==> src/verilog/tlb_ctrl_pkg.sv <==
package tlb_ctrl_pkg;
   // Register numbers and selects
   localparam logic [4:0] REG_INDEX = 5'h00;
   localparam logic [4:0] REG_RANDOM = 5'h01;
   localparam logic [4:0] REG_LO_EVEN = 5'h02;
   localparam logic [4:0] REG_LO_ODD = 5'h03;
   localparam logic [4:0] REG_CONTEXT = 5'h04;
   localparam logic [4:0] REG_PAGE_SIZE_MASK_REGISTER = 5'h05;
   localparam logic [4:0] REG_WIRED = 5'h06;
   localparam logic [4:0] REG_ENTRY_HI = 5'h0A;
   localparam logic [2:0] SEL_0 = 3'h0;
   localparam logic [2:0] SEL_1 = 3'h1;
   // Field layout
   localparam int TLB_IDX_W = 6;
   localparam int PROBE_FAIL_BIT = 31;
   localparam int CU0_BIT = 28;
   localparam int PAIR_LSB = 13;
   localparam int PAIR_MSB = 31;
   localparam int PAIR_W = 19;
   localparam int PAIR_POS = 4;
   localparam int BASE_POS = 23;
   localparam int MASK_LSB = 13;
   localparam int MASK_W = 12;
   localparam int LARGE_ADDR_BIT = 29;
   // Legal page mask encodings, bits 24:13
   localparam logic [11:0] MASK_4K = 12'h000;
   localparam logic [11:0] MASK_16K = 12'h003;
   localparam logic [11:0] MASK_64K = 12'h00F;
   localparam logic [11:0] MASK_256K = 12'h03F;
   localparam logic [11:0] MASK_1M = 12'h0FF;
   // Reset values
   localparam logic [5:0] WIRED_RESET = 6'h00;
   localparam logic [63:0] ZERO64 = 64'h0000000000000000;
   // Instruction codes from the pipeline
   typedef enum logic [2:0]
   {
      OP_NONE = 3'b000,
      OP_MOVE_FROM = 3'b001,
      OP_MOVE_TO = 3'b010,
      OP_TLB_PROBE = 3'b011,
      OP_TLB_READ = 3'b100,
      OP_TLB_WRITE_IDX = 3'b101,
      OP_TLB_WRITE_RND = 3'b110
   } sysctl_op_t;
endpackage

==> src/verilog/tlb_control_registers.sv <==
`timescale 1ns/1ps
// Notes on behaviour
// - Registers reached only by move-from and move-to coprocessor instructions.
// - Kernel mode or usable bit 28 permits access; otherwise unavailable exception.
// - Index 0/0, random 1/0, even low 2/0, odd low 3/0, context 4/0.
// - Page mask 5/0, large-address 5/1, fixed count 6/0, upper entry 10/0.
// - Index register is 32 bits; low six bits select an entry.
// - Top index bit set when the last probe found no match.
// - Index field gives the entry for TLB read and indexed write.
// - Reserved fields read as zero; software writes them as zero.
// - Random pointer is read-only and decrements after each instruction.
// - Random pointer stays between fixed count and entry count minus one.
// - Random write targets the current random pointer.
// - Random pointer loads its upper bound at restart.
// - Writing the fixed count reloads the random pointer to the top.
// - Even and odd low-entry registers, same format, exchanged on TLB access.
// - TLB exception loads the 19-bit page-pair field with address bits 31:13.
// - Context value directly addresses 8-byte paired entries for 4K pages.
// - Page mask is the source for TLB writes, destination for reads.
// - Each entry's mask decides which address bits 24:13 are compared.
// - Mask holds one of the encoded page sizes; others are undefined.
// - Fixed-entry count clears to zero at reset.
module tlb_control_registers #(
   parameter int IDX_W = 6,
   parameter logic [5:0] TLB_TOP = 6'h3F
)
(
   // Clock and reset
   input wire logic mclk_in,
   input wire logic sys_rst_in,
   // Pipeline instruction port
   input wire tlb_ctrl_pkg::sysctl_op_t op_in,
   input wire logic [4:0] reg_num_in,
   input wire logic [2:0] reg_sel_in,
   input wire logic [63:0] wdata_in,
   input wire logic kernel_mode_in,
   input wire logic [31:0] status_in,
   input wire logic retire_in,
   // Exception capture
   input wire logic tlb_exc_in,
   input wire logic [63:0] bad_vaddr_in,
   // TLB array side
   input wire logic probe_hit_in,
   input wire logic [IDX_W-1:0] probe_entry_in,
   input wire logic [63:0] tlb_lo_even_in,
   input wire logic [63:0] tlb_lo_odd_in,
   input wire logic [11:0] tlb_mask_in,
   input wire logic [63:0] tlb_hi_in,
   // Results
   output logic [63:0] rdata_out,
   output logic unusable_exc_out,
   output logic tlb_wr_out,
   output logic tlb_rd_out,
   output logic tlb_probe_out,
   output logic [IDX_W-1:0] tlb_entry_out,
   output logic [63:0] lo_even_out,
   output logic [63:0] lo_odd_out,
   output logic [11:0] mask_out,
   output logic [63:0] entry_hi_out,
   output logic [31:0] context_out,
   output logic large_addr_out
);
   logic allowed;
   logic is_mtc;
   logic is_tlb_read_instr;
   logic is_mfc;
   logic is_probe;
   logic is_tlbw;
   logic sel0;
   logic wr_index;
   logic wr_lo_even;
   logic wr_lo_odd;
   logic wr_ctx;
   logic wr_mask;
   logic wr_grain;
   logic wr_hi;
   logic wired_wr;
   logic probe_fail_q;
   logic [IDX_W-1:0] index_q;
   logic [IDX_W-1:0] wired_q;
   logic [IDX_W-1:0] random_ptr;
   logic [tlb_ctrl_pkg::PAIR_W-1:0] pair_q;
   logic [63:tlb_ctrl_pkg::BASE_POS] base_q;
   logic [11:0] mask_q;
   logic [63:0] rdata_d;

   // Privilege check for every coprocessor instruction
   assign allowed = kernel_mode_in || status_in[tlb_ctrl_pkg::CU0_BIT];
   assign is_mtc = allowed && op_in == tlb_ctrl_pkg::OP_MOVE_TO;
   assign is_tlb_read_instr = allowed && op_in == tlb_ctrl_pkg::OP_TLB_READ;
   assign wired_wr = is_mtc && reg_num_in == tlb_ctrl_pkg::REG_WIRED && reg_sel_in == tlb_ctrl_pkg::SEL_0;

   // One decoded enable per register; unmapped numbers enable nothing
   assign sel0 = reg_sel_in == tlb_ctrl_pkg::SEL_0;
   assign is_mfc = allowed && op_in == tlb_ctrl_pkg::OP_MOVE_FROM;
   assign is_probe = allowed && op_in == tlb_ctrl_pkg::OP_TLB_PROBE;
   assign is_tlbw = allowed && (op_in == tlb_ctrl_pkg::OP_TLB_WRITE_IDX || op_in == tlb_ctrl_pkg::OP_TLB_WRITE_RND);
   assign wr_index = is_mtc && sel0 && reg_num_in == tlb_ctrl_pkg::REG_INDEX;
   assign wr_lo_even = is_mtc && sel0 && reg_num_in == tlb_ctrl_pkg::REG_LO_EVEN;
   assign wr_lo_odd = is_mtc && sel0 && reg_num_in == tlb_ctrl_pkg::REG_LO_ODD;
   assign wr_ctx = is_mtc && sel0 && reg_num_in == tlb_ctrl_pkg::REG_CONTEXT;
   assign wr_mask = is_mtc && sel0 && reg_num_in == tlb_ctrl_pkg::REG_PAGE_SIZE_MASK_REGISTER;
   assign wr_grain = is_mtc && reg_sel_in == tlb_ctrl_pkg::SEL_1 && reg_num_in == tlb_ctrl_pkg::REG_PAGE_SIZE_MASK_REGISTER;
   assign wr_hi = is_mtc && sel0 && reg_num_in == tlb_ctrl_pkg::REG_ENTRY_HI;

   tlb_random_ptr #(
      .IDX_W(IDX_W),
      .TOP(TLB_TOP)
   ) u_random (
      .mclk_in(mclk_in),
      .sys_rst_in(sys_rst_in),
      .retire_in(retire_in),
      .wired_wr_in(wired_wr),
      .wired_in(wired_q),
      .ptr_out(random_ptr)
   );

   // Exception flag for disallowed access
   always_ff @(posedge mclk_in)
   begin
      if (sys_rst_in)
         unusable_exc_out <= 1'b0;
      else
         unusable_exc_out <= !allowed && op_in != tlb_ctrl_pkg::OP_NONE;
   end

   // Index register: written by software, updated by probe
   always_ff @(posedge mclk_in)
   begin
      if (sys_rst_in)
      begin
         index_q <= '0;
         probe_fail_q <= 1'b0;
      end
      else if (is_probe)
      begin
         probe_fail_q <= !probe_hit_in;
         if (probe_hit_in)
            index_q <= probe_entry_in;
      end
      else if (wr_index)
         index_q <= wdata_in[IDX_W-1:0];
   end

   // Fixed-entry count
   always_ff @(posedge mclk_in)
   begin
      if (sys_rst_in)
         wired_q <= tlb_ctrl_pkg::WIRED_RESET;
      else if (wired_wr)
         wired_q <= wdata_in[IDX_W-1:0];
   end

   // Low entries: software writes or TLB read loads
   always_ff @(posedge mclk_in)
   begin
      if (sys_rst_in)
      begin
         lo_even_out <= tlb_ctrl_pkg::ZERO64;
         lo_odd_out <= tlb_ctrl_pkg::ZERO64;
      end
      else if (is_tlb_read_instr)
      begin
         lo_even_out <= tlb_lo_even_in;
         lo_odd_out <= tlb_lo_odd_in;
      end
      else
      begin
         if (wr_lo_even)
            lo_even_out <= wdata_in;
         if (wr_lo_odd)
            lo_odd_out <= wdata_in;
      end
   end

   // Upper entry half; a TLB read reloads it from the array
   always_ff @(posedge mclk_in)
   begin
      if (sys_rst_in)
         entry_hi_out <= tlb_ctrl_pkg::ZERO64;
      else if (is_tlb_read_instr)
         entry_hi_out <= tlb_hi_in;
      else if (wr_hi)
         entry_hi_out <= wdata_in;
   end

   // Page mask; only the mask field is kept so reserved bits read zero
   always_ff @(posedge mclk_in)
   begin
      if (sys_rst_in)
         mask_q <= tlb_ctrl_pkg::MASK_4K;
      else if (is_tlb_read_instr)
         mask_q <= tlb_mask_in;
      else if (wr_mask)
         mask_q <= wdata_in[tlb_ctrl_pkg::MASK_LSB +: tlb_ctrl_pkg::MASK_W];
   end

   // Large-address control
   always_ff @(posedge mclk_in)
   begin
      if (sys_rst_in)
         large_addr_out <= 1'b0;
      else if (wr_grain)
         large_addr_out <= wdata_in[tlb_ctrl_pkg::LARGE_ADDR_BIT];
   end

   // Context base, written by software only
   always_ff @(posedge mclk_in)
   begin
      if (sys_rst_in)
         base_q <= '0;
      else if (wr_ctx)
         base_q <= wdata_in[63:tlb_ctrl_pkg::BASE_POS];
   end

   // Page pair in its own process so a fault is never lost to a move-to
   always_ff @(posedge mclk_in)
   begin
      if (sys_rst_in)
         pair_q <= '0;
      else if (tlb_exc_in)
         pair_q <= bad_vaddr_in[tlb_ctrl_pkg::PAIR_MSB:tlb_ctrl_pkg::PAIR_LSB];
   end

   // Context formatted as base, pair number, then 4 zero bits (pairs of 8-byte entries)
   always_ff @(posedge mclk_in)
   begin
      if (sys_rst_in)
         context_out <= '0;
      else
         context_out <= {base_q[31:tlb_ctrl_pkg::BASE_POS], pair_q, {tlb_ctrl_pkg::PAIR_POS{1'b0}}};
   end

   // TLB command strobes, one cycle each
   always_ff @(posedge mclk_in)
   begin
      if (sys_rst_in)
      begin
         tlb_wr_out <= 1'b0;
         tlb_rd_out <= 1'b0;
         tlb_probe_out <= 1'b0;
      end
      else
      begin
         tlb_wr_out <= is_tlbw;
         tlb_rd_out <= is_tlb_read_instr;
         tlb_probe_out <= is_probe;
      end
   end

   // Target entry launched together with the write strobe
   always_ff @(posedge mclk_in)
   begin
      if (sys_rst_in)
         tlb_entry_out <= '0;
      else if (op_in == tlb_ctrl_pkg::OP_TLB_WRITE_RND)
         tlb_entry_out <= random_ptr;
      else
         tlb_entry_out <= index_q;
   end

   // Mask copy for the array; lags the register by one cycle
   always_ff @(posedge mclk_in)
   begin
      if (sys_rst_in)
         mask_out <= tlb_ctrl_pkg::MASK_4K;
      else
         mask_out <= mask_q;
   end

   // Read mux; reserved bits and unmapped registers return zero
   always_comb
   begin
      rdata_d = tlb_ctrl_pkg::ZERO64;
      if (reg_sel_in == tlb_ctrl_pkg::SEL_0)
      begin
         case (reg_num_in)
            tlb_ctrl_pkg::REG_INDEX:
            begin
               rdata_d[tlb_ctrl_pkg::PROBE_FAIL_BIT] = probe_fail_q;
               rdata_d[IDX_W-1:0] = index_q;
            end
            tlb_ctrl_pkg::REG_RANDOM: rdata_d[IDX_W-1:0] = random_ptr;
            tlb_ctrl_pkg::REG_LO_EVEN: rdata_d = lo_even_out;
            tlb_ctrl_pkg::REG_LO_ODD: rdata_d = lo_odd_out;
            tlb_ctrl_pkg::REG_CONTEXT:
               rdata_d = {base_q, pair_q, {tlb_ctrl_pkg::PAIR_POS{1'b0}}};
            tlb_ctrl_pkg::REG_PAGE_SIZE_MASK_REGISTER: rdata_d[tlb_ctrl_pkg::MASK_LSB +: tlb_ctrl_pkg::MASK_W] = mask_q;
            tlb_ctrl_pkg::REG_WIRED: rdata_d[IDX_W-1:0] = wired_q;
            tlb_ctrl_pkg::REG_ENTRY_HI: rdata_d = entry_hi_out;
            default: rdata_d = tlb_ctrl_pkg::ZERO64;
         endcase
      end
      else if (reg_sel_in == tlb_ctrl_pkg::SEL_1 && reg_num_in == tlb_ctrl_pkg::REG_PAGE_SIZE_MASK_REGISTER)
         rdata_d[tlb_ctrl_pkg::LARGE_ADDR_BIT] = large_addr_out;
   end

   // Read data registered, only on a permitted move-from
   always_ff @(posedge mclk_in)
   begin
      if (sys_rst_in)
         rdata_out <= tlb_ctrl_pkg::ZERO64;
      else if (is_mfc)
         rdata_out <= rdata_d;
   end
endmodule

==> src/verilog/tlb_random_ptr.sv <==
`timescale 1ns/1ps
// Replacement pointer that walks down between the fixed-entry count and the top entry
module tlb_random_ptr #(
   parameter int IDX_W = 6,
   parameter logic [5:0] TOP = 6'h3F
)
(
   // Clock and reset
   input wire logic mclk_in,
   input wire logic sys_rst_in,
   // Control
   input wire logic retire_in,
   input wire logic wired_wr_in,
   input wire logic [IDX_W-1:0] wired_in,
   // Pointer
   output logic [IDX_W-1:0] ptr_out
);
   // Decrement per retired instruction, wrap to the top at the floor
   always_ff @(posedge mclk_in)
   begin
      if (sys_rst_in)
         ptr_out <= TOP;
      else if (wired_wr_in)
         ptr_out <= TOP;
      else if (retire_in)
      begin
         if (ptr_out <= wired_in || ptr_out == '0)
            ptr_out <= TOP;
         else
            ptr_out <= ptr_out - IDX_W'(1);
      end
   end
endmodule
==> config.mk <==
export PLATFORM = sky130hd
export DESIGN_NAME = tlb_control_registers
export DESIGN_NICKNAME = d
export VERILOG_FILES = /design/src/verilog/tlb_ctrl_pkg.sv /design/src/verilog/tlb_control_registers.sv /design/src/verilog/tlb_random_ptr.sv
export SDC_FILE = /design/constraint.sdc
export NUM_CORES = 1
export LEC_CHECK = 0
export BUFFER_PORTS_ARGS = -buffer_cell sky130_fd_sc_hd__buf_2
export CAP_MARGIN = 20
export CORE_AREA = 2 2 275 277
export CTS_CLUSTER_SIZE = 8
export DETAILED_ROUTE_END_ITERATION = 10
export DIE_AREA = 0 0 277 279
export GPL_TIMING_DRIVEN = 0
export PLACE_DENSITY = 0.43
export SLEW_MARGIN = 20
export SYNTH_ARGS = -nofsm -noshare
export SYNTH_HDL_FRONTEND = slang
export SYNTH_SLANG_ARGS = --single-unit
==> constraint.sdc <==
create_clock -name mclk_in -period 2.2 [get_ports mclk_in]
set_input_delay 0.22 -clock mclk_in [delete_from_list [all_inputs] [get_ports mclk_in]]
set_output_delay 0.22 -clock mclk_in [all_outputs]
set_load 0.03 [all_outputs]
# After elaboration in Yosys (flattened, before gate mapping)
# Index checks and enable logic that the tools add are counted.
[totals] register_bits=402
[op_classes] addsub=1 order_cmp=1 eq_ne=15 muxes=23 reduce_logical=34
[op_table] op="two-way mux 64 bit" n=6
[op_table] op="case mux 32 bit (4 select lines)" n=1
[op_table] op="case mux 12 bit (5 select lines)" n=1
[op_table] op="case mux 6 bit (7 select lines)" n=1
[op_table] op="two-way mux 34 bit" n=1
[op_table] op="two-way mux 6 bit" n=5
[op_table] op="two-way mux 29 bit" n=1
[op_table] op="case mux 7 bit (4 select lines)" n=1
[op_table] op="two-way mux 12 bit" n=2
[op_table] op="case mux 6 bit (4 select lines)" n=1
[op_table] op="logical AND 1 bit" n=18
[op_table] op="== test 5 x 3 -> 1 bit, second input constant" n=3
[op_table] op="== test 5 x 2 -> 1 bit, second input constant" n=2
[op_table] op="nonzero test 2 bit" n=5
[op_table] op="== test 3 bit, second input constant" n=3
[op_table] op="== test 3 x 1 -> 1 bit, second input constant" n=2
[op_table] op="== test 3 x 2 -> 1 bit, second input constant" n=2
[op_table] op="less-or-equal comparator 6 bit" n=1
[op_table] op="zero test 6 bit" n=1
[op_table] op="subtractor 6 x 1 -> 6 bit, second input constant" n=1
[op_table] op="== test 5 x 1 -> 1 bit, second input constant" n=1
[op_table] op="== test 5 x 4 -> 1 bit, second input constant" n=1
[op_table] op="zero test 5 bit" n=1
[op_table] op="case mux 1 bit (5 select lines)" n=1
[op_table] op="other kinds (8)" n=12

# Longest topological paths before layout
[logic_depth] depth_word=6 mapped_depth=9

# Cells and area by module
# From an unflattened synthesis, not the netlist that was laid out.
[unflattened] cells_unflattened=2064 hier_area_um2=18282.5
[modules_own_cells] module="tlb_control_registers" instances=1 cells_per_inst=2005 area_per_inst_um2=17779.6 seq_area_each_um2=7847.5
[modules_own_cells] module="tlb_random_ptr" instances=1 cells_per_inst=59 area_per_inst_um2=503.0 seq_area_each_um2=120.1

# Worst setup path before layout
# No wires, ideal clock.
[synth_path] path_kind="input -> register" from="in reg_num_in[2]" to="reg rdata_out[29]" t_arrival_ns=1.791 path_slack_ns=0.323 path_stages=7 path_buffers=2 cell_sequence="buf_4 > nor4b_2 > and2_1 > buf_2 > a221oi_1 > or4_1 > a221oi_2"
[synth_via] elab_chain_cells=4
[synth_rtl] item="start, declared" line="tlb_control_registers.sv:33" rtl="input wire logic [4:0] reg_num_in,"
[synth_rtl] item="branches (longest 3 deep; another with case mux 6 bit (4 select lines))"
[synth_rtl] item="two-way mux 1 bit *" line="tlb_control_registers.sv:275" rtl="if (reg_sel_in == tlb_ctrl_pkg::SEL_0)"
[synth_rtl] item="end signal, assigned" line="tlb_control_registers.sv:302" rtl="rdata_out <= tlb_ctrl_pkg::ZERO64;"
[synth_rtl] item="end signal, assigned" line="tlb_control_registers.sv:304" rtl="rdata_out <= rdata_d;"
[synth_rtl] item="end, declared" line="tlb_control_registers.sv:50" rtl="output logic [63:0] rdata_out,"
# Mark *: on every way between the ends.
# A chain may end at the register's enable or synchronous reset.

# Worst setup path after layout
[layout_path] from="in reg_num_in[0]" to="reg rdata_out[30]"
[layout_via] elab_chain_cells=3
[layout_rtl] item="== test 5 x 4 -> 1 bit, or another cell as far along" line="tlb_control_registers.sv:277" rtl="case (reg_num_in)"
[layout_rtl] item="case mux 6 bit (4 select lines) *" line="tlb_control_registers.sv:277"
[layout_rtl] item="two-way mux 34 bit *" line="tlb_control_registers.sv:275"
# Every way passes the cells marked *; elsewhere a longest branch is shown, timed or not.

==> results.md <==
- Period utilization: 101.9%
- Clock slew at reported path FFs: 0.05 ns
- Class of the tightest hold or removal check: in -> reg
- HPWL after detailed placement: 87300 um
- Sequential element share of the synthesized area: 48.40%
- Clock Skew: 0.01537 ns
- TritonCTS clock tree: done
- Insertion delay of the later-clocked pin in the worst-skew pair: 0.62 ns
- Cell row count: 100
- Post-synthesis area per instance: 8.520 sq um
- Flip-flop and latch count after synthesis: 398
- Number of standard cells after synthesis: 1932
- Critical-path maximum fanout: 10
- Path depth of the worst reg2reg path: 6
- Number of vias in the routed layout: 20160
- Total count of max-transition violations in the final report: 0
- Final instance area: 25420 sq um
- Asr flop ratio synth: 0%
- Number of global-route vias before repair: 20130
- Post-placement setup slack: -1.384 ns
- Worst EP arrival: 2.75 ns
- Status: finished with violations
- Failing checks: setup timing
- Die Width: 277 um
- Leakage power total: 10.93 nW
- Total CTS buffers: 56
- Remaining design rule violation count: 0
- DIE AREA: 77280 sq um
- Final total power: 0.01833 W
- Number of maximum-capacitance violations: 0
- Netlist cell types: 55
- Endpoints failing setup: 1
- Post-route setup slack: -0.04258 ns
- Count of TritonRoute iterations in the first routing pass: 9
- Height of the chip: 279 um
- Placeable core region: 74070 sq um
- CP required: 2.70 ns
- Power per cell area: 721.1 nW/um^2
- Routability cong.: 0.9102
- Maximum number of pins on one net before global-route repair: 20
- Fill cell count: 7886
- Area Growth Syn to Fin: 54.45%
- Final Hold Fails: 0
- Number of warnings reported in the yosys synthesis log: 0
- Worst hold path cell count: 3
- Setup Crit Path Kind: in -> reg
- Leading cell types in the layout, fill and taps excluded: sky130_fd_sc_hd__buf_2, sky130_fd_sc_hd__nand2_1, sky130_fd_sc_hd__dfxtp_1, sky130_fd_sc_hd__dlygate4sd3_1, sky130_fd_sc_hd__nor2_1
- Share of post-route cells with drive strength above 1: 27.71%
- Fraction of the core area covered by cells at the end of the flow: 34.32%
- Longest Clk Path Bufs: 3
- H-tree depth reported by CTS: 2
- Starting density of the core: 22.22%
- Category of the worst setup path capture point: flip-flop
- Total Routed Length: 116800 um
- Leading register cell type out of synthesis: sky130_fd_sc_hd__dfxtp_1
- Library cell contributing the largest single delay on the critical path: sky130_fd_sc_hd__a222oi_1
- Post-placement cell area: 20800 sq um
- Commonest non-fill, non-tap cell in the layout: sky130_fd_sc_hd__buf_2
- Count of port buffers added during placement: 612
- CTS Root Buffer Type: sky130_fd_sc_hd__clkbuf_16
- Remaining global-route overflow: 0
- Total instance count after detailed placement: 3517
- First-pass GRT wire length: 158100 um
- Timing-limited maximum frequency: 445.9 MHz
- Overall routing resource usage: 29.04%
- Setup repair after global routing missed its margin: true
- Maximum cell stage delay along the critical path: 1.07 ns
- Worst setup SP type: primary input
- Number of DRC markers in iteration 0: 2093
- Post-layout minimum cycle time: 2.243 ns
- Average detailed-routed wire length per instance: 30.12 um
- Final net count: 3291
- Number of nets still failing antenna checks after routing: 0
- Max transition margin: 16.06%
- Cell-by-cell trace of the critical path: buf_2, buf_2, nor2_4, clkdlybuf4s15_2, a222oi_1, nand2_1, a22o_1
- # clock sinks: 398
- I/O pin count: 698
- Worst VDD drop: 516.5 uV
- Cell repeated most along the worst path: sky130_fd_sc_hd__buf_2
- Synth Cell Area: 16460 sq um
- Slew at the pin closest to its max-slew limit: 1.259 ns
- Initial antenna violation count: 12
- Number of synthesized flops with an enable pin: 0
- Via density: 5.200
- Final standard cell count with taps included and fillers excluded: 3877
-- synth_stat cells, types with 3 or more instances --
| cell type | instances | area, sq um |
|---|---|---|
| sky130_fd_sc_hd__a221oi_1 | 4 | 35.03 |
| sky130_fd_sc_hd__nand3_1 | 11 | 55.05 |
| sky130_fd_sc_hd__xnor2_1 | 3 | 26.28 |
| sky130_fd_sc_hd__a22o_1 | 61 | 534.3 |
| sky130_fd_sc_hd__a21oi_1 | 110 | 550.5 |
| sky130_fd_sc_hd__mux2i_1 | 36 | 360.4 |
| sky130_fd_sc_hd__nand2_1 | 411 | 1543 |
| sky130_fd_sc_hd__nor3_2 | 3 | 30.03 |
| sky130_fd_sc_hd__a22oi_1 | 60 | 450.4 |
| sky130_fd_sc_hd__buf_2 | 41 | 205.2 |
| sky130_fd_sc_hd__and2_1 | 22 | 137.6 |
| sky130_fd_sc_hd__nor3_1 | 68 | 340.3 |
| sky130_fd_sc_hd__a21o_1 | 3 | 22.52 |
| sky130_fd_sc_hd__nor4_1 | 4 | 25.02 |
| sky130_fd_sc_hd__a311oi_1 | 91 | 797.0 |
| sky130_fd_sc_hd__dfxtp_1 | 398 | 7968 |
| sky130_fd_sc_hd__nor2_1 | 216 | 810.8 |
| sky130_fd_sc_hd__clkbuf_1 | 111 | 416.7 |
| sky130_fd_sc_hd__nor2b_1 | 43 | 269.0 |
| sky130_fd_sc_hd__and3_1 | 4 | 25.02 |
| sky130_fd_sc_hd__buf_1 | 14 | 52.55 |
| sky130_fd_sc_hd__a211oi_1 | 80 | 600.6 |
| sky130_fd_sc_hd__a222oi_1 | 58 | 580.6 |
| sky130_fd_sc_hd__inv_1 | 12 | 45.04 |
| sky130_fd_sc_hd__ha_1 | 8 | 100.1 |
| sky130_fd_sc_hd__buf_4 | 10 | 75.07 |
| sky130_fd_sc_hd__o21ai_0 | 10 | 50.05 |
-- final timing paths --
| path | to | slack [ns] | startpoint |
|---|---|---|---|
| setup / recovery | rdata_out[30] | -0.04 | reg_num_in[0] |
| hold / removal | index_q[2] | 0.02 | probe_entry_in[2] |
| setup reg to reg | u_random.ptr_out[5] | 0.20 | u_random.ptr_out[3] |
| hold reg to reg | base_q[49] | 0.46 | base_q[49] |
-- power by group --
part / switching (W) / internal (W)
Combinational: 0.00166 / 0.000969
Sequential: 0.000212 / 0.00744
Clock: 0.00337 / 0.00469
-- worst max-delay path: cells and delay by family --
kind / cells / cell delay (ns)
buffers and inverters: 3 / 0.95
AND/OR/NAND/NOR: 2 / 0.27
AO/OA/AOI/OAI: 2 / 1.28
-- final cells by class --
class / instances / area (sq um) / area share (%)
Clock buffer: 66 / 1501 / 5.906
Antenna cell: 3 / 7.507 / 0.02953
Buffer: 174 / 880.8 / 3.465
Clock inverter: 1 / 16.27 / 0.06398
Tap cell: 969 / 1212 / 4.769
Sequential cell: 398 / 7968 / 31.34
Timing Repair Buffer: 905 / 6005 / 23.62
Inverter: 12 / 45.04 / 0.1772
Multi-Input combinational cell: 1349 / 7787 / 30.63
-- registers in the layout (all words and copies together), names as in the netlist --
signal	count
index_q	6
mask_q	12
unusable_exc_out	1
context_out	28
probe_fail_q	1
rdata_out	64
lo_odd_out	64
mask_out	12
lo_even_out	64
entry_hi_out	64
tlb_rd_out	1
tlb_entry_out	6
base_q	41
wired_q	6
tlb_wr_out	1
large_addr_out	1
pair_q	19
u_random.ptr_out	6
tlb_probe_out	1
-- what timing repair did --
item,4_1_cts,5_1_grt
hold endpoints to repair,280,0
buffers inserted,2,0
endpoints found under the setup margin,283,92
pin swaps,3,2
hold buffers,290,0
resized for setup,43,48
-- metrics by stage --
stage	hold slack [ns]	setup TNS, ns
2_1_floorplan	0.2981	0
3_3_place_gp	0.4405	-351.06
3_5_place_dp	0.4397	-303.31
4_1_cts	0.0006966	-0.1160
5_1_grt	0.01780	-0.08978
6_report	0.02412	-0.04258
-- logic make-up after synthesis --
logic type      share of synthesized area [%]
other cells                           0.02278
xor+xnor                               0.1597
simple gates                            20.96
flops                                   48.40
compound gates                          22.69
fa+ha+maj                              0.6081
buf+inv                                 4.827
mux                                     2.326
-- per-layer routing --
metal  wire (um)  track usage (%)  share of wire [%]
met5          92                0              0.079
met4        4823            11.19                4.1
met3        8304            4.920                7.1
met2       55910            50.16                 48
met1       47640            36.03                 41
Power figures use the tool's default switching activity.
